--- src/include/ddi_regs.svh ---
`ifndef DDI_REGS_SVH
`define DDI_REGS_SVH

// ----------------------------------------------------------------
// data word layout and reset values
// ----------------------------------------------------------------
`define DDI_DATA_W   10
`define DDI_CODE_MAX 10'h3FF
`define DDI_CODE_RST 10'h000

// ----------------------------------------------------------------
// timing counts
// ----------------------------------------------------------------
`define DDI_LATENCY  4

`endif

--- src/include/ddi_pkg.sv ---
`include "ddi_regs.svh"

package ddi_pkg;

  typedef logic [`DDI_DATA_W-1:0] ddi_code_t;

  // converter clock divider phase
  typedef enum logic [1:0] {
    DDI_DIV_HELD,
    DDI_DIV_LOW,
    DDI_DIV_HIGH
  } ddi_div_t;

  typedef struct packed {
    ddi_code_t comp_b;
    ddi_code_t true_b;
    ddi_code_t comp_a;
    ddi_code_t true_a;
  } ddi_word_t;

endpackage : ddi_pkg

--- src/include/ddi_stream_if.sv ---
interface ddi_stream_if;
  import ddi_pkg::*;

  logic      valid;
  logic      ready;
  ddi_word_t data;

  modport src (output valid, output data, input ready);
  modport snk (input valid, input data, output ready);

endinterface : ddi_stream_if

--- src/design/ddi_pair_buffer.sv ---
// two-entry buffer: an output register plus one skid register
module ddi_pair_buffer
  import ddi_pkg::*;
(
  input  logic       sys_clk,
  input  logic       rst,
  input  logic       ce,
  ddi_stream_if.snk  push,
  output logic       out_valid,
  output ddi_word_t  out_data,
  input  logic       out_ready
);

  logic      skid_valid;
  ddi_word_t skid_data;
  logic      next_out_valid;
  ddi_word_t next_out_data;
  logic      next_skid_valid;
  ddi_word_t next_skid_data;
  logic      take;

  // ready depends on flops only, so no path runs from out_ready to push
  assign push.ready = ~skid_valid;
  assign take       = push.valid & ~skid_valid;

  always_comb begin
    next_out_valid  = out_valid;
    next_out_data   = out_data;
    next_skid_valid = skid_valid;
    next_skid_data  = skid_data;
    if (!out_valid || out_ready) begin
      if (skid_valid) begin
        next_out_valid  = 1'h1;
        next_out_data   = skid_data;
        next_skid_valid = 1'h0;
      end else begin
        next_out_valid = take;
        if (take) begin
          next_out_data = push.data;
        end
      end
    end else if (take) begin
      next_skid_valid = 1'h1;
      next_skid_data  = push.data;
    end
  end

  always_ff @(posedge sys_clk) begin
    if (rst) begin
      out_valid  <= 1'h0;
      out_data   <= '0;
      skid_valid <= 1'h0;
      skid_data  <= '0;
    end else if (ce) begin
      out_valid  <= next_out_valid;
      out_data   <= next_out_data;
      skid_valid <= next_skid_valid;
      skid_data  <= next_skid_data;
    end
  end
endmodule : ddi_pair_buffer

--- src/design/ddi_core.sv ---
`include "ddi_regs.svh"

module ddi_core
  import ddi_pkg::*;
#(
  parameter int LATENCY = `DDI_LATENCY
) (
  input  logic      sys_clk,
  input  logic      rst,
  input  logic      ce,
  input  ddi_code_t bus_a,
  input  ddi_code_t bus_b,
  input  logic      write_strobe_a,
  input  logic      write_strobe_b,
  input  logic      update_clock_a,
  input  logic      update_clock_b,
  input  logic      shared_write_strobe,
  input  logic      shared_update_clock,
  input  logic      channel_select,
  input  logic      pairing_reset,
  input  logic      mode_select,
  input  logic      gain_mode_select,
  input  logic      out_ready,
  output ddi_code_t output_current_true_a,
  output ddi_code_t output_current_complement_a,
  output ddi_code_t output_current_true_b,
  output ddi_code_t output_current_complement_b,
  output logic      out_valid,
  output logic      input_ready,
  output logic      divided_converter_clock,
  output logic      dual_mode_active,
  output logic      b_uses_set_resistor_a,
  output logic      overrun
);

  // ----------------------------------------------------------------
  // pin synchronisers
  // ----------------------------------------------------------------
  localparam int B    = 2 * `DDI_DATA_W;
  localparam int NPIN = B + 10;

  logic [NPIN-1:0] pin_raw;
  logic [NPIN-1:0] pin_meta;
  logic [NPIN-1:0] pin_sync;
  logic [5:0]      strobe_prev;

  assign pin_raw = {gain_mode_select, mode_select, pairing_reset, channel_select,
                    shared_update_clock, shared_write_strobe, update_clock_b,
                    update_clock_a, write_strobe_b, write_strobe_a, bus_b, bus_a};

  // data and strobes share the same two-stage delay, so alignment holds
  always_ff @(posedge sys_clk) begin
    if (rst) begin
      pin_meta    <= '0;
      pin_sync    <= '0;
      strobe_prev <= '0;
    end else if (ce) begin
      pin_meta    <= pin_raw;
      pin_sync    <= pin_meta;
      strobe_prev <= pin_sync[B+5:B];
    end
  end

  ddi_code_t  bus_a_s;
  ddi_code_t  bus_b_s;
  logic       sel_s;
  logic       prst_s;
  logic       mode_s;
  logic       gain_s;
  logic [5:0] rise;
  logic [5:0] fall;

  assign bus_a_s = pin_sync[`DDI_DATA_W-1:0];
  assign bus_b_s = pin_sync[B-1:`DDI_DATA_W];
  assign sel_s   = pin_sync[B+6];
  assign prst_s  = pin_sync[B+7];
  assign mode_s  = pin_sync[B+8];
  assign gain_s  = pin_sync[B+9];

  function automatic logic [5:0] edge_bits(input logic [5:0] prev, input logic [5:0] cur,
                                           input logic up);
    edge_bits = up ? (cur & ~prev) : (~cur & prev);
  endfunction : edge_bits

  // one accepted edge per strobe transition; the pin rate is bounded by sys_clk
  // sampling, far below the converter's own 275 MSPS ceiling
  assign rise = edge_bits(strobe_prev, pin_sync[B+5:B], 1'h1);
  assign fall = edge_bits(strobe_prev, pin_sync[B+5:B], 1'h0);

  // ----------------------------------------------------------------
  // input latches and interleave staging
  // ----------------------------------------------------------------
  ddi_code_t in_a;
  ddi_code_t in_b;
  ddi_code_t staged_a;
  ddi_code_t staged_b;
  ddi_code_t next_in_a;
  ddi_code_t next_in_b;
  ddi_code_t next_staged_a;
  ddi_code_t next_staged_b;

  always_comb begin
    next_in_a     = in_a;
    next_in_b     = in_b;
    next_staged_a = staged_a;
    next_staged_b = staged_b;
    if (mode_s) begin
      if (rise[0]) begin
        next_in_a = bus_a_s;
      end
      if (rise[1]) begin
        next_in_b = bus_b_s;
      end
    end else begin
      // the B bus is ignored here; both channels arrive on A
      if (rise[4]) begin
        if (sel_s) begin
          next_in_a = bus_a_s;
        end else begin
          next_in_b = bus_a_s;
        end
      end
      if (fall[4]) begin
        next_staged_a = in_a;
        next_staged_b = in_b;
      end
    end
  end

  always_ff @(posedge sys_clk) begin
    if (rst) begin
      in_a     <= `DDI_CODE_RST;
      in_b     <= `DDI_CODE_RST;
      staged_a <= `DDI_CODE_RST;
      staged_b <= `DDI_CODE_RST;
    end else if (ce) begin
      in_a     <= next_in_a;
      in_b     <= next_in_b;
      staged_a <= next_staged_a;
      staged_b <= next_staged_b;
    end
  end

  // ----------------------------------------------------------------
  // divided converter clock
  // ----------------------------------------------------------------
  ddi_div_t div_state;
  ddi_div_t next_div_state;
  logic     next_div_clk;
  logic     div_load;

  always_comb begin
    next_div_state = div_state;
    if (mode_s || prst_s) begin
      next_div_state = DDI_DIV_HELD;
    end else if (rise[5]) begin
      unique case (div_state)
        // first shared clock after release always rises: fixed pairing phase
        DDI_DIV_HELD: next_div_state = DDI_DIV_HIGH;
        DDI_DIV_LOW:  next_div_state = DDI_DIV_HIGH;
        DDI_DIV_HIGH: next_div_state = DDI_DIV_LOW;
      endcase
    end
    next_div_clk = (next_div_state == DDI_DIV_HIGH);
    div_load     = next_div_clk && (div_state != DDI_DIV_HIGH);
  end

  always_ff @(posedge sys_clk) begin
    if (rst) begin
      div_state               <= DDI_DIV_HELD;
      divided_converter_clock <= 1'h0;
    end else if (ce) begin
      div_state               <= next_div_state;
      divided_converter_clock <= next_div_clk;
    end
  end

  // ----------------------------------------------------------------
  // converter latches and output pipeline
  // ----------------------------------------------------------------
  ddi_code_t pipe_a [LATENCY];
  ddi_code_t pipe_b [LATENCY];
  ddi_code_t next_pipe_a [LATENCY];
  ddi_code_t next_pipe_b [LATENCY];
  logic      load_a;
  logic      load_b;
  ddi_code_t src_a;
  ddi_code_t src_b;

  // interleaved mode feeds words at twice the divided rate, two per load
  assign load_a = mode_s ? rise[2] : div_load;
  assign load_b = mode_s ? rise[3] : div_load;
  // registered latch value: an update coinciding with a write takes the older word
  assign src_a  = mode_s ? in_a : staged_a;
  assign src_b  = mode_s ? in_b : staged_b;

  always_comb begin
    next_pipe_a = pipe_a;
    next_pipe_b = pipe_b;
    if (load_a) begin
      next_pipe_a[0] = src_a;
      for (int i = 1; i < LATENCY; i++) begin
        next_pipe_a[i] = pipe_a[i-1];
      end
    end
    if (load_b) begin
      next_pipe_b[0] = src_b;
      for (int i = 1; i < LATENCY; i++) begin
        next_pipe_b[i] = pipe_b[i-1];
      end
    end
  end

  always_ff @(posedge sys_clk) begin
    if (rst) begin
      for (int i = 0; i < LATENCY; i++) begin
        pipe_a[i] <= `DDI_CODE_RST;
        pipe_b[i] <= `DDI_CODE_RST;
      end
    end else if (ce) begin
      pipe_a <= next_pipe_a;
      pipe_b <= next_pipe_b;
    end
  end

  // ----------------------------------------------------------------
  // decode, status and buffer
  // ----------------------------------------------------------------
  // plain offset binary: the code itself steers the true output
  function automatic ddi_code_t complement_of(input ddi_code_t code);
    complement_of = `DDI_CODE_MAX - code;
  endfunction : complement_of

  ddi_stream_if link ();
  ddi_word_t    out_word;
  logic         push_valid;
  logic         next_push_valid;
  logic         next_overrun;

  assign link.valid       = push_valid;
  assign link.data.true_a = pipe_a[LATENCY-1];
  assign link.data.comp_a = complement_of(pipe_a[LATENCY-1]);
  assign link.data.true_b = pipe_b[LATENCY-1];
  assign link.data.comp_b = complement_of(pipe_b[LATENCY-1]);

  always_comb begin
    next_push_valid = load_a | load_b;
    // a word offered while the buffer is full is lost; the flag makes it visible
    next_overrun    = overrun | (push_valid & ~link.ready);
  end

  always_ff @(posedge sys_clk) begin
    if (rst) begin
      push_valid            <= 1'h0;
      overrun               <= 1'h0;
      input_ready           <= 1'h0;
      dual_mode_active      <= 1'h0;
      b_uses_set_resistor_a <= 1'h0;
    end else if (ce) begin
      push_valid            <= next_push_valid;
      overrun               <= next_overrun;
      input_ready           <= link.ready;
      dual_mode_active      <= mode_s;
      b_uses_set_resistor_a <= gain_s;
    end
  end

  ddi_pair_buffer u_buffer (
    .sys_clk   (sys_clk),
    .rst       (rst),
    .ce        (ce),
    .push      (link.snk),
    .out_valid (out_valid),
    .out_data  (out_word),
    .out_ready (out_ready)
  );

  assign output_current_true_a       = out_word.true_a;
  assign output_current_complement_a = out_word.comp_a;
  assign output_current_true_b       = out_word.true_b;
  assign output_current_complement_b = out_word.comp_b;
endmodule : ddi_core

--- config.mk ---
export PLATFORM = sky130hd
export DESIGN_NAME = ddi_core
export DESIGN_NICKNAME = d
export VERILOG_FILES = /design/src/include/ddi_pkg.sv /design/src/include/ddi_stream_if.sv /design/src/design/ddi_pair_buffer.sv /design/src/design/ddi_core.sv
export VERILOG_INCLUDE_DIRS = /design/src /design/src/include
export SDC_FILE = /design/constraint.sdc
export NUM_CORES = 1
export LEC_CHECK = 0
export BUFFER_PORTS_ARGS = -buffer_cell sky130_fd_sc_hd__buf_4
export CORE_MARGIN = 2
export CORE_UTILIZATION = 46
export CTS_BUF_LIST = sky130_fd_sc_hd__clkbuf_4 sky130_fd_sc_hd__clkbuf_8
export CTS_CLUSTER_SIZE = 16
export DETAILED_ROUTE_END_ITERATION = 8
export PLACE_DENSITY = 0.6
export SYNTH_ARGS = -nofsm -noshare
export SYNTH_HDL_FRONTEND = slang
export SYNTH_SLANG_ARGS = --single-unit
--- constraint.sdc ---
create_clock -name sys_clk -period 2.13 [get_ports sys_clk]
set_input_delay 0.1065 -clock sys_clk [delete_from_list [all_inputs] [get_ports sys_clk]]
set_output_delay 0.1065 -clock sys_clk [all_outputs]
set_load 0.005 [all_outputs]
-- After elaboration in Yosys (flattened, before gate mapping)
Index checks and enable logic that the tools add are counted.
- bits in registers: 276
- bits in latches: 0
- memory bits (writable): 0
- bits in read-only memories: 0
- input port bits: 34
- output and inout bits: 46
- word-level logic and storage cells: 91
- memories kept: 0
- add/sub/neg operators: 2
- $mul: 0
- divide/modulo/power cells: 0
- magnitude comparators: 0
- equality and inequality tests: 7
- shift operators: 0
- muxes and demuxes: 20
- bitwise operators: 11
- reduce and logical (&&, ||, !) cells: 19
- operators by type and width (kind ; number):
    10-bit two-way mux ; 10
    40-bit two-way mux ; 2
    10-bit subtractor, first input constant ; 2
    3-bit AND reduction ; 3
    2-bit AND reduction ; 4
    4-bit AND reduction ; 2
    2-bit nonzero test ; 4
    6-bit bitwise AND ; 1
    2-bit by 1-bit inequality test with 1-bit output, second input constant ; 3
    6-bit inverter ; 1
    5-bit bitwise AND ; 1
    1-bit two-way mux ; 5
    5-bit inverter ; 1
    2-bit == test, second input constant ; 2
    2-bit two-way mux ; 2
    2-bit one-hot mux with 2 select lines ; 1
    1-bit inverter ; 3
    1-bit bitwise AND ; 2
    2-bit by 1-bit == test with 1-bit output, second input constant ; 1
    2-bit zero test ; 1
    1-bit logical OR ; 2
    2-bit inequality test, second input constant ; 1
    1-bit bitwise OR ; 2
    2-bit OR reduction ; 1
    other kinds (2) ; 2

-- Logic depth before layout (Yosys ltp)
- word-level depth: 9
- depth in mapped cells: 7

-- Hierarchy
A second synthesis with hierarchy kept.
- cell total of the unflattened synthesis: 1171
- area, all modules: 11285.8 µm²
- modules (own cells, without submodules) (module ; instances ; cells each ; area an instance (µm²) ; sequential area each (µm²)):
    ddi_core ; 1 ; 796 ; 7312.0 ; 3883.7
    ddi_pair_buffer ; 1 ; 375 ; 3973.8 ; 1641.6

-- Worst setup path before layout
Ideal clock, no wire load.
- path kind: register to register
- from: register pin_sync[28]
- to: register pipe_a[30] (netlist bit)
- setup time: 0.146 ns
- data arrival time: 1.515 ns
- required time: 1.984 ns
- slack: 0.469 ns
- cell stages (with the launch flop): 6
- clock period less this slack: 1.661 ns
- cell sequence: dfxtp_1 > or3b_1 > buf_4 > o31ai_4 > buf_4 > a211oi_2
- word-level cells in the longest chain between the ends: 6
- elaborated cells between the ends (all ways): 7
- classes of those cells: 1 x eq/ne; 3 x mux; 3 x reduce/logical
- ends and longest elaborated chain (item ; RTL line ; text):
    start: declaration ; ddi_core.sv:44 ; logic [NPIN-1:0] pin_sync;
    start signal: assignment ; ddi_core.sv:59 ; pin_sync <= pin_meta;
    1-bit logical OR ; ddi_core.sv:154 ; if (mode_s || prst_s) begin
    2-bit two-way mux ; ddi_core.sv:154 ;
    2-bit == test ; ddi_core.sv:164 ; next_div_clk = (next_div_state == DDI_DIV_HIGH);
    1-bit logical AND ; ddi_core.sv:165 ; div_load = next_div_clk && (div_state != DDI_DIV_HIGH);
    1-bit two-way mux ; ddi_core.sv:191 ; assign load_a = mode_s ? rise[2] : div_load;
    2-bit AND reduction (no source line) ; -- ;
    end signal: indexed assignment ; ddi_core.sv:217 ; pipe_a[i] <= `DDI_CODE_RST;
    end signal: assignment ; ddi_core.sv:221 ; pipe_a <= next_pipe_a;
    end: declaration ; ddi_core.sv:181 ; ddi_code_t pipe_a [LATENCY];
Several ways; a longest one is shown, not always the timed one.
A chain may end at the register's enable or synchronous reset.

-- Worst setup path after layout
- from: register pin_sync[28]
- to: register pipe_b[32] (netlist bit)
- word-level cells in the longest chain between the ends: 6
- elaborated cells between the ends (all ways): 7
- classes of those cells: 1 x eq/ne; 3 x mux; 3 x reduce/logical
- ends and longest elaborated chain (item ; RTL line ; text):
    1-bit logical OR ; ddi_core.sv:154 ;
    2-bit two-way mux ; ddi_core.sv:154 ;
    2-bit == test ; ddi_core.sv:164 ;
    1-bit logical AND ; ddi_core.sv:165 ;
    1-bit two-way mux ; ddi_core.sv:192 ; assign load_b = mode_s ? rise[3] : div_load;
    2-bit AND reduction (no source line) ; -- ;
    end signal: indexed assignment ; ddi_core.sv:218 ; pipe_b[i] <= `DDI_CODE_RST;
    end signal: assignment ; ddi_core.sv:222 ; pipe_b <= next_pipe_b;
    end: declaration ; ddi_core.sv:182 ; ddi_code_t pipe_b [LATENCY];
Several ways; a longest one is shown, not always the timed one.

==> key figures <==
Outcome
  – Outcome: finished, final reports clean

Cells and area
  – Share of final-layout standard cells stronger than drive strength 1: 16.2%
  – Fill cell count: approximately 2.1k
  – Antenna diode instance count: 0
  – Share of the core filled with cells: approximately 56%
  – Final nets: ~1.3k
  – Layout Area Growth over Synthesis: 19.3%

Clock network
  – TritonCTS clock tree: yes
  – H-Tree Depth: 2
  – Clk Tree Root Cell: sky130_fd_sc_hd__clkbuf_8
  – Clock insertion delay at the later pin of the skew report: 540 ps
  – Clock slew at reported path FFs: ~60 ps
  – Number of buffers on the longest clock path: 3
  – CTS buffer count: 45
  – Post-cts sizing count: 0
  – Clock net sink count: roughly 280

Setup path
  – Critical path class: flip-flop to flip-flop
  – Kind of launch point of the worst setup path: flip-flop
  – Data arrival at the endpoint of the critical path: 2300 ps
  – Depth of the most critical reg-to-reg path: 5
  – Crit Reg-Reg Startpoint: pin_sync[28]
  – Setup crit end kind: flip-flop
  – Required time at the worst-slack endpoint: 2580 ps
  – Reg2Reg Capture Point: pipe_b[32]
  – Largest driver fanout on the critical path: 50
  – Worst setup slack for register-to-register paths: approximately 280 ps

STA
  – Final setup violation count: 0
  – Unrepaired setup endpoints after global routing: no
  – Post-route clock skew: 12.1 ps
  – Highest Clock Rate: roughly 540 MHz
  – Slew @ Worst Pin: between 800 and 900 ps
  – Worst slew margin: ~43%
  – Min setup slack post-route: roughly 280 ps
  – Pins over their slew limit: 0
  – Hold Vio Cnt, Final: 0
  – Setup tns final: 0 ps
  – Minimum clock period after layout: roughly 1800 ps
  – Final critical-path share of the clock period: just under 90%

Synth
  – Number of flops mapped to enable cells by yosys: 0
  – Distinct cells, synth: 37
  – Number of nets in the synthesized netlist: 1176
  – Register bit count reported by yosys: 276
  – Yosys synthesis warning count: 0
  – Proportion of synthesized chip area in sequential cells: between 50% and 60%
  – Number of instances in the synthesized netlist: 1142
  – Dominant register cell in the synthesized netlist: sky130_fd_sc_hd__dfxtp_1
  – Async set-reset flop share out of synthesis: 0%
  – Mean post-synth cell area: 9.03 um^2
  – Syn Std Cell Area: slightly above 10000 um^2

Floorplanning
  – Count of standard-cell rows: 54
  – Total Die Area: ~24000 um^2
  – Core outline area: between 20000 and 25000 um^2
  – Die span in y: ~150 um
  – Die Span X: 154 um
  – Count of boundary I/O pins: 80
  – Starting utilization of the core area: between 40% and 50%

Detailed routing
  – Final wirelength: 20.0 mm
  – Detailed-route vias per instance: 4.96
  – Violation count after the first detailed-routing iteration: about 380
  – Total DRC errors in the routed layout: 0
  – Vias post-DR: approximately 7.6k
  – Pre-antenna DRT Iters: 4
  – Detail-routed net length per standard cell: around 13 um
  – Antenna-violating nets left: 0

Worst hold path
  – Worst hold path depth: 2
  – End point of the worst hold path: overrun
  – Launch instance of the worst min-delay path: rst
  – Tightest Hold Check Type: input port to flip-flop

Place
  – Port buffer count: 79
  – Worst slack at placement: 296 ps
  – Post-DP HPWL: between 10 and 15 mm
  – Routability cong.: between 0.7 and 0.8

Global routing
  – Antenna violations before repair: 0
  – Overall track demand over capacity in global routing: between 10% and 20%
  – Largest net degree at the start of global routing: between 70 and 80
  – Global-route wire length before repair: approximately 34 mm
  – Sum of overflow across all layers after global routing: 0
  – Number of global-route vias before repair: about 7k

Run
  – Number of max-cap violations: 0

Power and ir drop
  – Worst supply voltage drop on vdd: a little under 0.5 mV
  – Power Dens Cells: 835 nW/um^2
  – Leakage dissipation: about 4.5 nW
==> synth_stat cells, drive strengths merged, types with 4 or more instances <==
library cell / count / area, um^2
clkbuf: 68 / 255
mux2i: 109 / 1090
nand2: 264 / 991
nor2: 155 / 582
a21oi: 122 / 611
o211ai: 21 / 158
nor2b: 4 / 25.0
buf: 25 / 179
dfxtp: 276 / 5530
a211oi: 50 / 475
a311oi: 20 / 175
==> sequential cells by signal (all words and copies together) (netlist names), 20 cells and up <==
signal,count
u_buffer.out_data,40
u_buffer.skid_data,40
pin_meta,30
pin_sync,30
pipe_a,30
pipe_b,30
link.data,20
==> per-stage QoR <==
stage	cell area, um^2	instances	hold slack, ps	total power (W)
final	12300	1539	56.3	0.0103
after global routing	12300	1539	77.2	0.0107
after CTS	12300	1539	40.1	0.0104
after detailed placement	11100	1434	347	0.00587
after global placement	11100	1434	339	0.00586
after floorplan	10300	1142	254	0.00572
==> routing by layer <==
metal	track usage (%)	wire length (um)
met1	24.5	10400
met2	24.8	8270
met3	3.52	912
met4	5.55	374
met5	0	0
==> power by group <==
part | switching, W | internal, W
combinational | 0.000259 | 0.000233
clock | 0.00193 | 0.00254
sequential | 0.0000554 | 0.00526
total | 0.00224 | 0.00803
==> final cells by class <==
class                      instances  area [um^2]  share of cell area (%)
clock buffer                      70          863                    7.02
multi-input combinational        771         4350                    35.4
clock inverter                     2         12.5                   0.102
timing repair buffer             138         1190                    9.65
sequential                       276         5530                    44.9
tap                              280          350                    2.85
inverter                           2         7.51                  0.0610
==> placed cells by master, fill, tap and decap left out, types with 2 or more instances in the layout <==
cell type / count
sky130_fd_sc_hd__o31a_1: 2
sky130_fd_sc_hd__buf_4: 99
sky130_fd_sc_hd__a31oi_1: 2
sky130_fd_sc_hd__nand2_1: 264
sky130_fd_sc_hd__clkbuf_4: 16
sky130_fd_sc_hd__a311oi_1: 20
sky130_fd_sc_hd__and3b_1: 2
sky130_fd_sc_hd__o211ai_1: 21
sky130_fd_sc_hd__dlygate4sd3_1: 33
sky130_fd_sc_hd__nand2b_1: 2
sky130_fd_sc_hd__a21oi_1: 122
sky130_fd_sc_hd__a211oi_1: 30
sky130_fd_sc_hd__nor2b_1: 4
sky130_fd_sc_hd__clkbuf_8: 55
sky130_fd_sc_hd__dfxtp_1: 275
sky130_fd_sc_hd__nand4b_1: 2
sky130_fd_sc_hd__nor2_1: 155
sky130_fd_sc_hd__mux2i_1: 109
sky130_fd_sc_hd__o31ai_4: 2
sky130_fd_sc_hd__buf_12: 5
sky130_fd_sc_hd__a211oi_2: 20
==> worst max-delay path by stage <==
stage,startpoint,to,depth (start not counted)
3_5_place_dp,pin_sync[28],pipe_b[32],5
5_1_grt,ce,pipe_a[37],8
3_3_place_gp,pin_sync[28],pipe_a[34],5
2_1_floorplan,pin_sync[28],pipe_a[30],5
6_report,pin_sync[28],pipe_b[32],5
4_1_cts,pin_sync[28],pipe_b[32],5
==> cell families (layout without fill, tap and decap cells) <==
group / Yosys count / after routing / share of synthesized area, %
flip-flops: 276 / 276 / 53.6
AND/OR/NAND/NOR: 434 / 434 / 16.3
multiplexers: 109 / 109 / 10.6
buffers and inverters: 95 / 212 / 4.28
XOR/XNOR: 1 / 1 / 0.0850
AO/OA/AOI/OAI: 227 / 227 / 15.1
==> worst max-delay path, stage by stage (launching register included) <==
cell,delay (ps)
sky130_fd_sc_hd__dfxtp_2,330
sky130_fd_sc_hd__or3b_1,540
sky130_fd_sc_hd__o31ai_4,310
sky130_fd_sc_hd__buf_12,270
sky130_fd_sc_hd__nor2_1,90
sky130_fd_sc_hd__a211oi_2,210
==> what timing repair did <==
action,CTS,global route
hold buffers,33,0
endpoints found under the hold margin,33,0
setup buffers,0,0
(Power assumes the default switching activity.)
